[src/verilog/slot_seq_pkg.sv]
// constants and types shared by the time slot sequencer
package slot_seq_pkg;

	// phase train timing
	localparam int CLK_PERIOD_NS = 5;
	localparam int PHASE_NS = 145;
	localparam int PHASE_CYCLES_RAW = PHASE_NS / CLK_PERIOD_NS;
	localparam int PHASE_CYCLES = (PHASE_CYCLES_RAW < 1) ? 1 : PHASE_CYCLES_RAW;
	localparam logic [4:0] PHASE_TIMER_LAST = 5'(PHASE_CYCLES - 1);
	localparam logic [4:0] PHASE_TIMER_RST = 5'h00;

	// phase numbers of the nine-phase train
	localparam logic [3:0] PH_1 = 4'h1;
	localparam logic [3:0] PH_2 = 4'h2;
	localparam logic [3:0] PH_3 = 4'h3;
	localparam logic [3:0] PH_6 = 4'h6;
	localparam logic [3:0] PH_7 = 4'h7;
	localparam logic [3:0] PH_9 = 4'h9;
	localparam logic [3:0] PHASE_RST = 4'h1;

	// slot counters
	localparam logic [4:0] A_CNT_RST = 5'h00;
	localparam logic [4:0] A_CNT_ALL_ONES = 5'h1f;
	localparam logic [5:0] B_CNT_RST = 6'h00;
	localparam logic [5:0] B_CNT_EXTRA = 6'h20;
	localparam logic [5:0] B_CNT_WRAP = 6'h21;
	localparam logic [5:0] TALK_FIRST = 6'h02;
	localparam logic [5:0] TALK_LAST = 6'h1f;
	localparam logic [5:0] SLOT_DATA_A1 = 6'h01;

	// store word map
	localparam logic [6:0] MSG_WORD = 7'h00;
	localparam logic [6:0] A_BASE = 7'h00;
	localparam logic [6:0] B_BASE = 7'h20;
	localparam logic [6:0] SCAN_BASE = 7'h40;
	localparam logic [6:0] SPARE_WORD = 7'h68;
	localparam logic [6:0] LAMP_BASE = 7'h70;
	localparam int STORE_ROWS = 16;
	localparam int STORE_COLS = 8;
	localparam int WORD_W = 32;
	localparam logic [31:0] WORD_RST = 32'h0000_0000;

	typedef enum logic [1:0] {
		RELOC_IDLE = 2'b00,
		RELOC_FETCH = 2'b01,
		RELOC_PLACE = 2'b11
	} reloc_state_t;

endpackage

[src/verilog/one_hot_decode.sv]
// one-hot select decoder for store rows and columns
`timescale 1ns/100ps
module one_hot_decode #(
	parameter int IDX_W = 3,
	parameter int SEL_N = 8
) (
	input wire logic en,
	input wire logic [IDX_W-1:0] idx,
	output logic [SEL_N-1:0] sel
);
	always_comb
	begin
		sel = '0;
		for (int i = 0; i < SEL_N; i++)
		begin
			if (en && (int'(idx) == i))
				sel[i] = 1'b1;
		end
	end
endmodule

[src/verilog/time_slot_sequencer.sv]
// time slot sequencing and local store control for one control half
// Function
// - A and B counters step alternately on phase three, chosen by one toggle stage.
// - Sixty-five slots per sequence: five-stage A gives 32, six-stage B gives 33.
// - A counter runs 0 to 31 and overflows naturally to zero.
// - B counter passes 31 into 32, resets at once when it would reach 100001.
// - All A counters and all B counters across halves stay in lockstep.
// - The controlling half pulses A sync once, as its A counter steps to all ones.
// - The controlling half pulses B sync whenever its B counter hits 100001.
// - First half sources sync normally; maintenance transfer moves it to second half lines.
// - Each slot spans nine phases of about 145 ns.
// - Store gates active low phase seven through next phase six identify A, B slots.
// - Connect gates active low phase three through phase two identify the same slots.
// - Store control P7 to P6, store cycle P1 to P6, connection control P3 to P2.
// - Phase-seven gate flip-flop gets a corrective reset on alternate phase nines.
// - Phase-seven flip-flop follows the phase-three flip-flop state at phase seven.
// - The corrective reset is harmless when aligned and realigns after a sync slip.
// - Translator gates A and B counts alternately and reads the word to output register.
// - Sixteen one-hot rows and eight one-hot columns, at most one of each asserted.
// - Lamp counter addresses only when enabled in slot A1; scan only with scan signal.
// - Incoming bits shift into output register LSB, written back and read per bit.
// - Both halves receive each message; the undesignated half discards it.
// - The designated half relocates a loaded message into the named talking slot word.
// - Slots 2 to 31 are talking; 0, 1 and B32 are data slots.
`timescale 1ns/100ps
module time_slot_sequencer (
	input wire logic CLK_SYS,
	input wire logic SYS_RST,
	input wire logic CLK_EN,
	input wire logic HALF_ID,
	input wire logic TRANSFER,
	input wire logic A_SYNC_IN_1,
	input wire logic B_SYNC_IN_1,
	input wire logic A_SYNC_IN_2,
	input wire logic B_SYNC_IN_2,
	output logic A_SYNC_PULSE_1,
	output logic B_SYNC_PULSE_1,
	output logic A_SYNC_PULSE_2,
	output logic B_SYNC_PULSE_2,
	output logic [3:0] PHASE,
	output logic [4:0] A_SLOT_COUNT,
	output logic [5:0] B_SLOT_COUNT,
	output logic A_STORE_GATE_N,
	output logic B_STORE_GATE_N,
	output logic A_CONNECT_GATE_N,
	output logic B_CONNECT_GATE_N,
	output logic TALKING_SLOT,
	output logic [15:0] STORE_ROW,
	output logic [7:0] STORE_COL,
	output logic STORE_READ,
	output logic STORE_WRITE,
	input wire logic [31:0] STORE_RD_DATA,
	output logic [31:0] OUT_WORD,
	input wire logic LAMP_COUNTER_ENABLE,
	input wire logic [3:0] LAMP_WORD,
	input wire logic SCAN_SLOT_SIGNAL,
	input wire logic [5:0] SCAN_WORD,
	input wire logic MSG_BIT,
	input wire logic MSG_BIT_VALID,
	input wire logic MSG_DONE,
	input wire logic MSG_FOR_HALF,
	input wire logic MSG_BLOCK_B,
	input wire logic [4:0] MSG_SLOT,
	output logic RELOCATE_BUSY
);
	// timing group
	logic [4:0] timer_q, timer_d;
	logic [3:0] phase_q, phase_d;
	logic gc3_q, gc3_d;
	logic gc7_q, gc7_d;
	logic p9_alt_q, p9_alt_d;
	logic [4:0] a_q, a_d;
	logic [5:0] b_q, b_d;
	logic a_sync_q, a_sync_d;
	logic b_sync_q, b_sync_d;
	logic step;
	logic source;
	logic sync_a_in;
	logic sync_b_in;
	logic [5:0] b_inc;

	// store group
	logic [31:0] out_q, out_d;
	logic [31:0] hold_q, hold_d;
	logic [15:0] row_q, row_d;
	logic [7:0] col_q, col_d;
	logic rd_q, rd_d;
	logic wr_q, wr_d;
	logic en_q, en_d;
	logic pend_q, pend_d;
	logic [6:0] target_q, target_d;
	slot_seq_pkg::reloc_state_t reloc_q, reloc_d;

	// slot decode
	logic blk_b;
	logic [5:0] cnt;
	logic talking;
	logic slot_a1;
	logic slot_b32;
	logic [6:0] addr;
	logic addr_en;
	logic [15:0] row_dec;
	logic [7:0] col_dec;

	// first half sources sync unless maintenance transfer hands it to the second
	assign source = (HALF_ID == TRANSFER);
	assign sync_a_in = TRANSFER ? A_SYNC_IN_2 : A_SYNC_IN_1;
	assign sync_b_in = TRANSFER ? B_SYNC_IN_2 : B_SYNC_IN_1;
	assign step = (timer_q == slot_seq_pkg::PHASE_TIMER_LAST);
	assign b_inc = b_q + 6'h01;

	always_comb
	begin
		timer_d = timer_q;
		phase_d = phase_q;
		gc3_d = gc3_q;
		gc7_d = gc7_q;
		p9_alt_d = p9_alt_q;
		a_d = a_q;
		b_d = b_q;
		a_sync_d = 1'b0;
		b_sync_d = 1'b0;
		if (step)
		begin
			timer_d = slot_seq_pkg::PHASE_TIMER_RST;
			// nine phases per slot, each PHASE_CYCLES clocks long
			if (phase_q == slot_seq_pkg::PH_9)
				phase_d = slot_seq_pkg::PH_1;
			else
				phase_d = phase_q + 4'h1;
			case (phase_d)
				slot_seq_pkg::PH_3:
				begin
					gc3_d = ~gc3_q;
					if (gc3_q)
					begin
						a_d = a_q + 5'h01;
						if (source && (a_d == slot_seq_pkg::A_CNT_ALL_ONES))
							a_sync_d = 1'b1;
					end
					else if (b_inc == slot_seq_pkg::B_CNT_WRAP)
					begin
						b_d = slot_seq_pkg::B_CNT_RST;
						b_sync_d = source;
					end
					else
						b_d = b_inc;
				end
				slot_seq_pkg::PH_7:
					gc7_d = gc3_q;
				slot_seq_pkg::PH_9:
				begin
					p9_alt_d = ~p9_alt_q;
					// only bites when a sync slip left gc7 set while gc3 is reset
					if (p9_alt_q && !gc3_q)
						gc7_d = 1'b0;
				end
				default:
				begin
				end
			endcase
		end
		else
			timer_d = timer_q + 5'h01;
		// followers jump to the master's state the cycle after its pulse
		if (!source && sync_a_in)
		begin
			a_d = slot_seq_pkg::A_CNT_ALL_ONES;
			gc3_d = 1'b0;
		end
		if (!source && sync_b_in)
		begin
			b_d = slot_seq_pkg::B_CNT_RST;
			gc3_d = 1'b1;
		end
	end

	always_ff @(posedge CLK_SYS or posedge SYS_RST)
	begin
		if (SYS_RST)
		begin
			timer_q <= slot_seq_pkg::PHASE_TIMER_RST;
			phase_q <= slot_seq_pkg::PHASE_RST;
			gc3_q <= 1'b0;
			gc7_q <= 1'b0;
			p9_alt_q <= 1'b0;
			a_q <= slot_seq_pkg::A_CNT_RST;
			b_q <= slot_seq_pkg::B_CNT_RST;
			a_sync_q <= 1'b0;
			b_sync_q <= 1'b0;
		end
		else if (CLK_EN)
		begin
			timer_q <= timer_d;
			phase_q <= phase_d;
			gc3_q <= gc3_d;
			gc7_q <= gc7_d;
			p9_alt_q <= p9_alt_d;
			a_q <= a_d;
			b_q <= b_d;
			a_sync_q <= a_sync_d;
			b_sync_q <= b_sync_d;
		end
	end

	// the store window belongs to block B while gc7 is set
	assign blk_b = gc7_q;
	assign cnt = blk_b ? b_q : {1'b0, a_q};
	assign talking = (cnt >= slot_seq_pkg::TALK_FIRST) && (cnt <= slot_seq_pkg::TALK_LAST);
	assign slot_a1 = !blk_b && (cnt == slot_seq_pkg::SLOT_DATA_A1);
	assign slot_b32 = blk_b && (b_q == slot_seq_pkg::B_CNT_EXTRA);

	always_comb
	begin
		addr = slot_seq_pkg::MSG_WORD;
		addr_en = 1'b0;
		if (talking)
		begin
			addr_en = 1'b1;
			if (blk_b)
				addr = slot_seq_pkg::B_BASE | {2'b00, b_q[4:0]};
			else
				addr = slot_seq_pkg::A_BASE | {2'b00, a_q};
		end
		else if (slot_b32)
		begin
			addr_en = 1'b1;
			addr = slot_seq_pkg::MSG_WORD;
		end
		else if (slot_a1)
		begin
			addr_en = 1'b1;
			case (reloc_q)
				slot_seq_pkg::RELOC_FETCH:
					addr = slot_seq_pkg::MSG_WORD;
				slot_seq_pkg::RELOC_PLACE:
					addr = target_q;
				default:
					if (LAMP_COUNTER_ENABLE)
						addr = slot_seq_pkg::LAMP_BASE | {3'b000, LAMP_WORD};
					else
						addr = slot_seq_pkg::SPARE_WORD;
			endcase
		end
		else if (SCAN_SLOT_SIGNAL)
		begin
			addr_en = 1'b1;
			addr = slot_seq_pkg::SCAN_BASE | {1'b0, SCAN_WORD};
		end
	end

	one_hot_decode #(
		.IDX_W(4),
		.SEL_N(slot_seq_pkg::STORE_ROWS)
	) row_decode (
		.en(addr_en),
		.idx(addr[6:3]),
		.sel(row_dec)
	);

	one_hot_decode #(
		.IDX_W(3),
		.SEL_N(slot_seq_pkg::STORE_COLS)
	) col_decode (
		.en(addr_en),
		.idx(addr[2:0]),
		.sel(col_dec)
	);

	always_comb
	begin
		out_d = out_q;
		hold_d = hold_q;
		row_d = row_q;
		col_d = col_q;
		rd_d = 1'b0;
		wr_d = 1'b0;
		en_d = en_q;
		pend_d = pend_q;
		target_d = target_q;
		reloc_d = reloc_q;
		if (step)
		begin
			case (phase_d)
				slot_seq_pkg::PH_7:
				begin
					row_d = '0;
					col_d = '0;
					en_d = 1'b0;
				end
				slot_seq_pkg::PH_1:
				begin
					// select latched once per store cycle, at most one row and one column
					row_d = row_dec;
					col_d = col_dec;
					en_d = addr_en;
					rd_d = addr_en;
				end
				slot_seq_pkg::PH_2:
					if (en_q)
					begin
						if (slot_a1 && (reloc_q == slot_seq_pkg::RELOC_PLACE))
							out_d = hold_q;
						else
							out_d = STORE_RD_DATA;
						if (slot_a1 && (reloc_q == slot_seq_pkg::RELOC_FETCH))
							hold_d = STORE_RD_DATA;
					end
				slot_seq_pkg::PH_3:
					if (en_q && slot_b32 && MSG_BIT_VALID)
						out_d = {out_q[30:0], MSG_BIT};
				slot_seq_pkg::PH_6:
				begin
					// core read is destructive, so every read cycle writes back
					wr_d = en_q;
					if (slot_a1 && (reloc_q == slot_seq_pkg::RELOC_FETCH))
						reloc_d = slot_seq_pkg::RELOC_PLACE;
					else if (slot_a1 && (reloc_q == slot_seq_pkg::RELOC_PLACE))
					begin
						reloc_d = slot_seq_pkg::RELOC_IDLE;
						pend_d = 1'b0;
					end
					else if ((reloc_q == slot_seq_pkg::RELOC_IDLE) && pend_q)
						reloc_d = slot_seq_pkg::RELOC_FETCH;
				end
				default:
				begin
				end
			endcase
		end
		// the undesignated half simply drops the finished message
		if (MSG_DONE && (MSG_FOR_HALF == HALF_ID))
		begin
			pend_d = 1'b1;
			target_d = MSG_BLOCK_B ? (slot_seq_pkg::B_BASE | {2'b00, MSG_SLOT})
				: (slot_seq_pkg::A_BASE | {2'b00, MSG_SLOT});
		end
	end

	always_ff @(posedge CLK_SYS or posedge SYS_RST)
	begin
		if (SYS_RST)
		begin
			out_q <= slot_seq_pkg::WORD_RST;
			hold_q <= slot_seq_pkg::WORD_RST;
			row_q <= '0;
			col_q <= '0;
			rd_q <= 1'b0;
			wr_q <= 1'b0;
			en_q <= 1'b0;
			pend_q <= 1'b0;
			target_q <= slot_seq_pkg::MSG_WORD;
			reloc_q <= slot_seq_pkg::RELOC_IDLE;
		end
		else if (CLK_EN)
		begin
			out_q <= out_d;
			hold_q <= hold_d;
			row_q <= row_d;
			col_q <= col_d;
			rd_q <= rd_d;
			wr_q <= wr_d;
			en_q <= en_d;
			pend_q <= pend_d;
			target_q <= target_d;
			reloc_q <= reloc_d;
		end
	end

	// first half drives the primary lines, second half the alternate ones
	assign A_SYNC_PULSE_1 = a_sync_q && !HALF_ID;
	assign B_SYNC_PULSE_1 = b_sync_q && !HALF_ID;
	assign A_SYNC_PULSE_2 = a_sync_q && HALF_ID;
	assign B_SYNC_PULSE_2 = b_sync_q && HALF_ID;
	assign PHASE = phase_q;
	assign A_SLOT_COUNT = a_q;
	assign B_SLOT_COUNT = b_q;
	assign A_STORE_GATE_N = gc7_q;
	assign B_STORE_GATE_N = ~gc7_q;
	assign A_CONNECT_GATE_N = gc3_q;
	assign B_CONNECT_GATE_N = ~gc3_q;
	assign TALKING_SLOT = talking;
	assign STORE_ROW = row_q;
	assign STORE_COL = col_q;
	assign STORE_READ = rd_q;
	assign STORE_WRITE = wr_q;
	assign OUT_WORD = out_q;
	assign RELOCATE_BUSY = pend_q;
endmodule

[config.mk]
export PLATFORM = sky130hd
export DESIGN_NAME = time_slot_sequencer
export DESIGN_NICKNAME = d
export VERILOG_FILES = /design/src/verilog/slot_seq_pkg.sv /design/src/verilog/one_hot_decode.sv /design/src/verilog/time_slot_sequencer.sv
export SDC_FILE = /design/constraint.sdc
export NUM_CORES = 1
export LEC_CHECK = 0
export ABC_AREA = 1
export BUFFER_PORTS_ARGS = -buffer_cell sky130_fd_sc_hd__buf_2
export CAP_MARGIN = 20
export CELL_PAD_IN_SITES_DETAIL_PLACEMENT = 0
export CELL_PAD_IN_SITES_GLOBAL_PLACEMENT = 2
export CORE_MARGIN = 10
export CORE_UTILIZATION = 34
export CTS_CLUSTER_DIAMETER = 150
export DETAILED_ROUTE_END_ITERATION = 10
export GPL_ROUTABILITY_DRIVEN = 0
export PLACE_DENSITY = 0.85
export SYNTH_ARGS = -nofsm -noshare
export SYNTH_HDL_FRONTEND = slang
export SYNTH_SLANG_ARGS = --single-unit
export TNS_END_PERCENT = 5
[constraint.sdc]
create_clock -name CLK_SYS -period 5.5 [get_ports CLK_SYS]
set_input_delay 0 -clock CLK_SYS [delete_from_list [all_inputs] [get_ports CLK_SYS]]
set_output_delay 0 -clock CLK_SYS [all_outputs]
set_load 0.05 [all_outputs]
# --- Word-level counts from Yosys, hierarchy flattened ---
# Cells that the tools add are included.
op_classes:
  add_sub_neg: 4
  order_cmp: 2
  n_eq_ne: 45
  mux: 85
  bitwise: 3
  n_reduce_logical: 73
ops:
  columns: ["cell", "n"]
  rows:
  - ["$mux 32", 3]
  - ["$pmux 32 s2", 1]
  - ["$mux 1", 52]
  - ["$mux 6", 8]
  - ["$logic_and 1x1->1", 41]
  - ["$eq 4x4->1 const B", 10]
  - ["$pmux 16 s2", 1]
  - ["$mux 5", 6]
  - ["$eq 4x3->1 const B", 7]
  - ["$mux 7", 4]
  - ["$reduce_bool 2->1", 11]
  - ["$eq 4x2->1 const B", 5]
  - ["$pmux 8 s2", 1]
  - ["$reduce_and 4->1", 4]
  - ["$reduce_and 5->1", 3]
  - ["$pmux 7 s2", 1]
  - ["$eq 3x3->1 const B", 4]
  - ["$eq 6x6->1 const B", 2]
  - ["$mux 4", 3]
  - ["$add 5x1->5 const B", 2]
  - ["$eq 5x5->1 const B", 2]
  - ["$reduce_and 3->1", 3]
  - ["$reduce_bool 3->1", 3]
  - ["$eq 4x1->1 const B", 2]
  - ["other kinds (20)", 33]
totals:
  ff_bits: 126
  inputBits: 63
  out_inout_bits: 83
  wordCells: 231

# --- Logic depth before layout (Yosys ltp) ---
# Gate-level depths: netlist of run 1.
depth:
  depth_word: 10
  depth_mapped: 16
  depth_no_buf: 15

# --- Modules after synthesis ---
# Synthesis of run 1 repeated with hierarchy kept, for this count alone.
hier_totals:
  cells_unflattened: 969
  area_unflattened_um2: 6936.7
modules_own_cells:
  columns: ["module", "n_inst", "cells_per_inst", "area_each_um2", "seq_area_each_um2"]
  rows:
  - ["time_slot_sequencer", 1, 919, 6732.7, 3129.3]
  - ["one_hot_decode at row_decode", 1, 33, 140.1, 0.0]
  - ["one_hot_decode at col_decode", 1, 17, 63.8, 0.0]

# --- Worst setup path after synthesis of run 1 ---
# OpenSTA, ideal clock, no wires.
synth_path:
  path_type: "register -> register"
  from: "reg phase_q[1] (netlist: PHASE[1])"
  to: "reg out_q[0] (netlist: OUT_WORD[0])"
  setup_time_ns: 0.119
  arrival_time_ns: 2.146
  required_time_ns: 5.381
  slack_ns: 3.235
  path_stages_with_launch: 13
  n_path_buf: 1
  synth_period_minus_slack_ns: 2.265
  cell_sequence: "dfrtp_1 > inv_1 > ha_1 > nand3_4 > nand2_1 > o21ai_4 > nand2_2 > or2_1 > nand3_1 > nor2_2 > buf_2 > nor2_1 > nor2_1"
synth_via:
  elab_chain_cells: 7
  word_cells_on_any_way: 12
  cone_classes: "add/sub (1); eq/ne (5); mux (4); reduce/logical (2)"
synth_lines:
  columns: ["item", "line_no", "source"]
  rows:
  - ["start: declaration", "time_slot_sequencer.sv:68", "logic [3:0] phase_q, phase_d;"]
  - ["start signal: assignment", "time_slot_sequencer.sv:183", "phase_q <= slot_seq_pkg::PHASE_RST;"]
  - ["start signal: assignment", "time_slot_sequencer.sv:195", "phase_q <= phase_d;"]
  - ["$add 4x1->4 or $eq 4x4->1 (tied branches)", "time_slot_sequencer.sv:130, time_slot_sequencer.sv:127", null]
  - ["$mux 4", "time_slot_sequencer.sv:127", "if (phase_q == slot_seq_pkg::PH_9)"]
  - ["$mux 4", "time_slot_sequencer.sv:123", "if (step)"]
  - ["$mux 4 (*)", "time_slot_sequencer.sv:123", null]
  - ["$eq 4x2->1", "time_slot_sequencer.sv:284", "case (phase_d)"]
  - ["$ne 2x2->1 (no source line) or $reduce_bool 2->1 (tied branches)", null, null]
  - ["$reduce_and 5->1 (no source line)", null, null]
  - ["end signal: assignment", "time_slot_sequencer.sv:344", "out_q <= slot_seq_pkg::WORD_RST;"]
  - ["end signal: assignment", "time_slot_sequencer.sv:357", "out_q <= out_d;"]
  - ["end: declaration", "time_slot_sequencer.sv:83", "logic [31:0] out_q, out_d;"]
# Every way passes the cells marked *; elsewhere a longest branch is shown, timed or not. The select of a mux whose other input is x is not followed.
# A chain may end at the register's enable or synchronous reset.

# --- Worst setup path after layout of run 1 ---
layout_path:
  from: "reg timer_q[1]"
  to: "reg hold_q[22]"
layout_via:
  elab_chain_cells: 4
layout_lines:
  columns: ["item", "line_no", "source"]
  rows:
  - ["start: declaration", "time_slot_sequencer.sv:67", "logic [4:0] timer_q, timer_d;"]
  - ["start signal: assignment", "time_slot_sequencer.sv:182", "timer_q <= slot_seq_pkg::PHASE_TIMER_RST;"]
  - ["start signal: assignment", "time_slot_sequencer.sv:194", "timer_q <= timer_d;"]
  - ["$eq 5x5->1 (*)", "time_slot_sequencer.sv:109", "assign step = (timer_q == slot_seq_pkg::PHASE_TIMER_LAST);"]
  - ["$mux 4", "time_slot_sequencer.sv:123", null]
  - ["$eq 4x2->1", "time_slot_sequencer.sv:284", null]
  - ["$reduce_and 5->1 (no source line) (*)", null, null]
  - ["end signal: assignment", "time_slot_sequencer.sv:345", "hold_q <= slot_seq_pkg::WORD_RST;"]
  - ["end signal: assignment", "time_slot_sequencer.sv:358", "hold_q <= hold_d;"]
  - ["end: declaration", "time_slot_sequencer.sv:84", "logic [31:0] hold_q, hold_d;"]
# Every way passes the cells marked *; elsewhere a longest branch is shown, timed or not.

==> key figures, run 1 <==
Power
  – Peak supply drop: ~0.21 mV
  – Leakage: 4.71 nW
  – Power per cell area: slightly below 400 nW/um2

Floorplan
  – Core Area: between 20000 and 25000 um2
  – Die Wd: 165 um
  – Die Area: around 27000 um2
  – Die Span Y: 165 um
  – Initial Utilization: 0.348
  – Num rows: 52
  – Top-level I/O count: about 150

Yosys
  – Flop and latch count out of synthesis: approximately 130
  – Post-synthesis sequential area ratio: 0.440
  – Post-synth top flop: dfrtp_1
  – Synth Cell Area: about 7000 um2
  – EDFF count, synth: 0
  – Post-synth ARST share: 1.00
  – Mapped Nets: between 1000 and 1500
  – Most frequent cell after synthesis: nand2_1
  – Avg Cell Area, Syn: between 7 and 8 um2
  – Synth warn: 0
  – Ranking of synthesized cells by area: dfrtp_1 44%, nand2_1 14%, nor2_1 7.1%, inv_1 5.9%, o21ai_2 4.2%
  – Top post-synthesis cells by count: 269 x nand2_1, 135 x nor2_1, 124 x dfrtp_1
  – Share of the synthesized area in the top cell type: 0.436
  – Mapped Cells: 948
  – Synth area leader: dfrtp_1
  – Library cells used by synthesis: 43

Final layout
  – Fillcell total: around 2100
  – Share of cells above drive strength 1: 0.232
  – Syn-to-layout area delta: 26.7%
  – Nets: about 1200
  – Ant diodes: 0

Clock network
  – Setup bufs post-CTS: 0
  – Clock Sinks: between 100 and 150
  – Cts bufs inserted: 17
  – Post-cts sizing count: 0
  – Clk slew on worst S/H paths: roughly 0.06 ns
  – H-tree Lvls: 4
  – TritonCTS clock tree: built
  – Root Driver: clkbuf_16
  – Deepest clock path buffer count: 2
  – Worst skew pair latency: between 0.4 and 0.5 ns

STA
  – RSZ-0062 raised after global routing: no
  – Final setup fails: 0
  – Setup Total Neg Slack: 0 ns
  – Slew Limit Fails: 0
  – Final Hold Vio Count: 0
  – Final hold slack: just over 0.08 ns
  – Clk_skew: about 0.0087 ns
  – Worst slew pin tran: between 0.8 and 0.9 ns
  – Min Tclk post-route: 3.14 ns
  – Worst slew margin: 0.415
  – Part of the cycle the worst path needs: 0.571
  – F_max: about 0.32 GHz

Worst hold path
  – Hold path start: B_SYNC_IN_1
  – Worst hold path class: in2reg
  – Hold path depth: 4
  – Hold EP: B_SLOT_COUNT[4]

GRT
  – First-pass GRT wire length: between 30 and 40 mm
  – Number of global-route vias before repair: about 6300
  – Initial antenna violation count: 0
  – Gr ovfl total: 0
  – Largest net degree at the start of global routing: 65
  – Gr usage total: 0.147

Worst setup path
  – FF-to-FF path depth: 11
  – Critical path endpoint category: flip-flop
  – Reg2Reg Setup Slack: roughly 2.4 ns
  – CP Data Required Time: between 5 and 6 ns
  – Worst EP arrival: between 3 and 4 ns
  – Crit-path max FO: 64
  – Reg2reg start: timer_q[1]
  – Startpoint types: flip-flop
  – Worst r2r dst: hold_q[22]
  – Worst setup path class: reg2reg

Route
  – Routed vias/inst: 4.50
  – Drt drc: 0
  – Wire length per cell: 13.8 um
  – DRT Wirelength: roughly 19 mm
  – ANT nets after route: 0
  – 1st-iter DRT viols: 331
  – TritonRoute pass-1 iters: 4
  – Via count: roughly 6300

Job
  – Number of max-cap violations: 0

Outcome
  – Status: finished, final reports clean

Placement
  – Port-buffer cells: around 150
  – Hpwl dp: ~14 mm
## routing by layer
metal | track usage | vias up | routed length [um]
met5 | 0 | - | 0
li1 | - | 3306 | -
met2 | 0.232 | 110 | 9120
met1 | 0.194 | 2893 | 9190
met4 | 0.0374 | 0 | 144
met3 | 0.0396 | 11 | 918
## sequential cells by signal, summed over array words and instances (netlist names), 4 cells and up
name / flops
STORE_ROW: 16
target_q: 6
B_SLOT_COUNT: 6
timer_q: 5
A_SLOT_COUNT: 5
PHASE: 4
STORE_COL: 8
OUT_WORD: 32
hold_q: 32
## final cells by class
cell class	count	area [um2]	area share
multi-input combinational	663	3280	0.363
sequential	125	3130	0.347
timing repair buffer	190	1170	0.129
inverter	126	480	0.0533
clock buffer	18	439	0.0487
tap	270	338	0.0374
clock inverter	14	191	0.0212
## what timing repair did
item | CTS | global route
hold buffers | 41 | 0
endpoints found under the hold margin | 104 | 0
endpoints found under the setup margin | 0 | 0
## worst max path at each step
stage / from / to / slack (ns) / cells past startpoint
6_report: timer_q[1] / hold_q[22] / 2.36 / 11
5_1_grt: timer_q[1] / hold_q[17] / 2.02 / 11
4_1_cts: timer_q[1] / hold_q[22] / 2.33 / 11
3_5_place_dp: timer_q[1] / hold_q[17] / 2.34 / 11
3_3_place_gp: timer_q[1] / hold_q[16] / 2.47 / 11
2_1_floorplan: SYS_RST / A_CONNECT_GATE_N / 2.17 / 1
## cell families (layout without fill, tap and decap cells)
family	Yosys count	after routing	synth area share
adders and majority gates	9	9	0.0158
DFF	125	125	0.440
xor gates and xnor gates	11	11	0.0135
buffers and inverters	160	348	0.100
and+or+nand+nor	495	495	0.301
AOI/OAI and AO/OA	145	145	0.126
muxes	3	3	0.00475
## through the flow
stage,util,cells,setup WS (ns),power (W),instance area [um2]
finish,0.442,1406,2.36,0.00354,9020
global route,0.442,1406,2.02,0.00377,9020
CTS,0.442,1406,2.33,0.00359,9020
detailed placement,0.391,1333,2.34,0.00234,7980
global placement,0.391,1333,2.47,0.00234,7980
floorplan,-,948,2.17,0.00207,7120
## critical path, stage by stage (launching register included)
cell,delay (ns)
dfrtp_1,0.40
inv_1,0.10
ha_1,0.15
nand2_1,0.06
inv_2,0.07
nand2_4,0.10
nor2_1,0.61
nand2_1,0.23
nor3_4,0.26
nand3_4,0.65
nand2_1,0.27
o21ai_2,0.08
## where the power goes
group	leakage, nW	switching [W]	internal [W]
Sequential	1.67	0.000134	0.00103
Clock	0.299	0.000431	0.000771
Combinational	2.74	0.000837	0.000331
## cells in the final DEF, fill, tap and decap left out, drive strengths merged
cell type / count
bufinv: 4
clkinv: 6
a31oi: 1
nand3b: 5
o22ai: 2
dfstp: 1
a22oi: 2
ha: 9
xor2: 7
dfrtp: 124
clkbuf: 18
o21bai: 3
or2: 2
nor4: 2
inv: 126
nand2: 278
mux2: 3
a21oi: 15
xnor2: 4
a21boi: 1
buf: 149
and2: 1
clkinvlp: 4
nor3: 6
dlygate4sd3: 41
nand3: 50
o21ai: 121
nand4: 6
nor2: 145
No activity file was read; power rests on OpenSTA's default activity.
==> run 2: changes to the inputs <==
--- a/config.mk
+++ b/config.mk
@@ -11,11 +11,11 @@
 export CELL_PAD_IN_SITES_DETAIL_PLACEMENT = 0
 export CELL_PAD_IN_SITES_GLOBAL_PLACEMENT = 2
 export CORE_MARGIN = 10
-export CORE_UTILIZATION = 34
+export CORE_UTILIZATION = 31
 export CTS_CLUSTER_DIAMETER = 150
 export DETAILED_ROUTE_END_ITERATION = 10
 export GPL_ROUTABILITY_DRIVEN = 0
-export PLACE_DENSITY = 0.85
+export PLACE_DENSITY = 0.79
 export SYNTH_ARGS = -nofsm -noshare
 export SYNTH_HDL_FRONTEND = slang
 export SYNTH_SLANG_ARGS = --single-unit
==> constraint.sdc (replaced) <==
create_clock -name CLK_SYS -period 3.1 [get_ports CLK_SYS]
set_input_delay 0 -clock CLK_SYS [delete_from_list [all_inputs] [get_ports CLK_SYS]]
set_output_delay 0 -clock CLK_SYS [all_outputs]
set_load 0.05 [all_outputs]
==> run 2 against run 1 <==
Compared with the run above:
- global-route usage decreased by 0.53 points
- via count decreased by 0.57%
- design area increased by 0.76%
- sequential power increased by 77%
- power increased by 79%
- die area increased by 8.5%
- combinational power increased by 78%
- highest routed layer unchanged
- critical endpoint is now OUT_WORD[25]
- clock power increased by 83%
- count of clock-buffer cells in the layout increased by 6
- critical path depth unchanged
==> key figures, run 2 (synthesis gave the netlist of run 1 again) <==
GRT
  – Largest net degree at the start of global routing: 126 (+94%)
  – Gr usage total: 0.141 (-0.00528)
  – Number of global-route vias before repair: 6463 (+3.2%)
  – First-pass GRT wire length: 33.4 mm (+4.2%)
  – Gr ovfl total: 0 (unchanged)
  – Initial antenna violation count: 0 (unchanged)

Clock network
  – Post-cts sizing count: 0 (unchanged)
  – Cts bufs inserted: 17 (unchanged)
  – Deepest clock path buffer count: 2 (unchanged)
  – Clock Sinks: 125 (unchanged)
  – Clk slew on worst S/H paths: 0.06 ns (about the same)
  – H-tree Lvls: 4 (unchanged)
  – TritonCTS clock tree: built
  – Root Driver: clkbuf_16
  – Worst skew pair latency: 0.41 ns (about the same)

Final layout
  – Most frequent cells in the layout: 269 x nand2_1, 145 x buf_2, 135 x nor2_1
  – Share of cells above drive strength 1: 0.229 (-0.00352)
  – Finished Core Util: 0.401 (-0.0401)
  – Syn-to-layout area delta: 27.7%
  – Fin area: 9090 um2 (+0.76%)
  – Nets: 1197 (+0.17%)
  – Ant diodes: 0 (unchanged)
  – Commonest non-fill, non-tap cell in the layout: nand2_1

Placement
  – DP Worst Slack: 0.466 ns (-1.87 ns)
  – DP Area: 8040 um2 (+0.75%)
  – Hpwl dp: 14.0 mm (+1.6%)
  – Port-buffer cells: 145 (unchanged)

STA
  – Final Hold Vio Count: 0 (unchanged)
  – Clk_skew: 0.00675 ns (-0.00195 ns)
  – Final setup fails: 0 (unchanged)
  – RSZ-0062 raised after global routing: no
  – Worst slew margin: 0.435 (+0.0201)
  – Setup Total Neg Slack: 0 ns (unchanged)
  – Slew Limit Fails: 0 (unchanged)
  – Part of the cycle the worst path needs: 0.840 (+0.269)
  – Final WS setup: 0.497 ns (-1.86 ns)
  – F_max: 0.384 GHz (+21%)
  – Min Tclk post-route: 2.60 ns (-0.537 ns)
  – Worst slew pin tran: 0.847 ns (-0.0302 ns)

Route
  – TritonRoute pass-1 iters: 4 (unchanged)
  – 1st-iter DRT viols: 330 (-0.30%)
  – Wire length per cell: 14.1 um (+2.4%)
  – Drt drc: 0 (unchanged)
  – Routed vias/inst: 4.42 (-1.6%)
  – ANT nets after route: 0 (unchanged)
  – DRT Wirelength: 20.1 mm (+3.5%)
  – Via count: 6284 (-0.57%)

Power
  – Switching Fraction: 0.384 (-0.0128)
  – Switching pwr: 0.00243 W (+74%)
  – Peak supply drop: 0.440 mV (+110%)
  – Clock Power Share: 0.346 (+0.006)
  – Leakage: 4.73 nW (+0.43%)
  – Power per cell area: 697 nW/um2 (+78%)
  – Sequential share of power: 0.326 (-0.004)
  – Internal power: 0.00391 W (+83%)
  – Combinational power share: 0.328 (-0.002)

Worst setup path
  – CP Data Required Time: 3.40 ns (-2.37 ns)
  – Critical path endpoint category: flip-flop
  – Startpoint types: flip-flop
  – Worst setup path class: reg2reg
  – Worst EP arrival: 2.90 ns (-0.51 ns)
  – Reg2Reg Setup Slack: 0.50 ns (-1.86 ns)
  – Crit-path max FO: 64 (unchanged)

Outcome
  – Status: finished, final reports clean

Floorplan
  – Initial Utilization: 0.314 (-0.0340)
  – Num rows: 55 (+5.8%)
  – Core Area: 22600 um2 (+11%)
  – Die Area: 29400 um2 (+8.5%)
  – Die Span Y: 172 um (+4.2%)
  – Top-level I/O count: 146 (unchanged)
  – Die Wd: 172 um (+4.2%)

Job
  – Number of max-cap violations: 0 (unchanged)

Worst hold path
  – Worst hold path class: in2reg
[run 2: worst paths after layout]
check / startpoint / end / cells past startpoint
max in group asynchronous: SYS_RST / OUT_WORD[20] / 4
min in group asynchronous: SYS_RST / STORE_COL[1] / 4
worst max register to register: PHASE[0] / OUT_WORD[25] / 11
worst min-delay path: B_SYNC_IN_1 / B_SLOT_COUNT[4] / 4
worst max-delay path: PHASE[0] / OUT_WORD[25] / 11
worst min register to register: p9_alt_q / p9_alt_q / 1
[run 2: cell type report]
cell class	count	area, um2
Timing Repair Buffer	192	1210
Clock inverter	6	158
Sequential cell	125	3130
Clock buffer	24	482
Fill cell	2403	13600
Tap cell	285	357
Inverter	126	482
Multi-Input combinational cell	663	3280
[run 2: per-stage QoR]
step / cells / hold slack (ns) / total power (W)
floorplan: 948 / 0.151 / 0.00367
global placement: 1350 / 0.234 / 0.00417
detailed placement: 1350 / 0.239 / 0.00416
CTS: 1421 / 0.0694 / 0.00644
global route: 1421 / 0.125 / 0.00675
finish: 1421 / 0.0825 / 0.00634
[run 2: what timing repair did]
action                    in CTS  in global routing
hold endpoints to repair     167                  0
setup buffers                  0                  0
hold buffers                  41                  0
[run 2: metal layers]
layer | global-route usage | routed length (um) | part of all wire | up-vias
li1 | - | - | - | 3324
met1 | 0.185 | 9750 | 0.49 | 2851
met2 | 0.227 | 9250 | 0.46 | 92
met3 | 0.0309 | 835 | 0.042 | 17
met4 | 0.0457 | 225 | 0.011 | 0
met5 | 0 | 0 | 0 | -
[run 2: power by group through the flow]
stage               registers, W  logic (W)  clock network, W
floorplan                0.00254    0.00113                 0
global placement         0.00210    0.00206                 0
detailed placement       0.00210    0.00206                 0
CTS                      0.00207    0.00210           0.00227
global route             0.00211    0.00232           0.00233
finish                   0.00207    0.00208           0.00219
[run 2: worst max-delay path, stage by stage (launching register included)]
cell     delay, ns
dfstp_2       0.58
ha_1          0.24
inv_1         0.07
nand2_1       0.09
o21ai_2       0.17
inv_2         0.06
nor2_2        0.19
nand3_4       0.57
nand2_1       0.23
o21ai_1       0.09
nor2_1        0.12
nor2_1        0.05
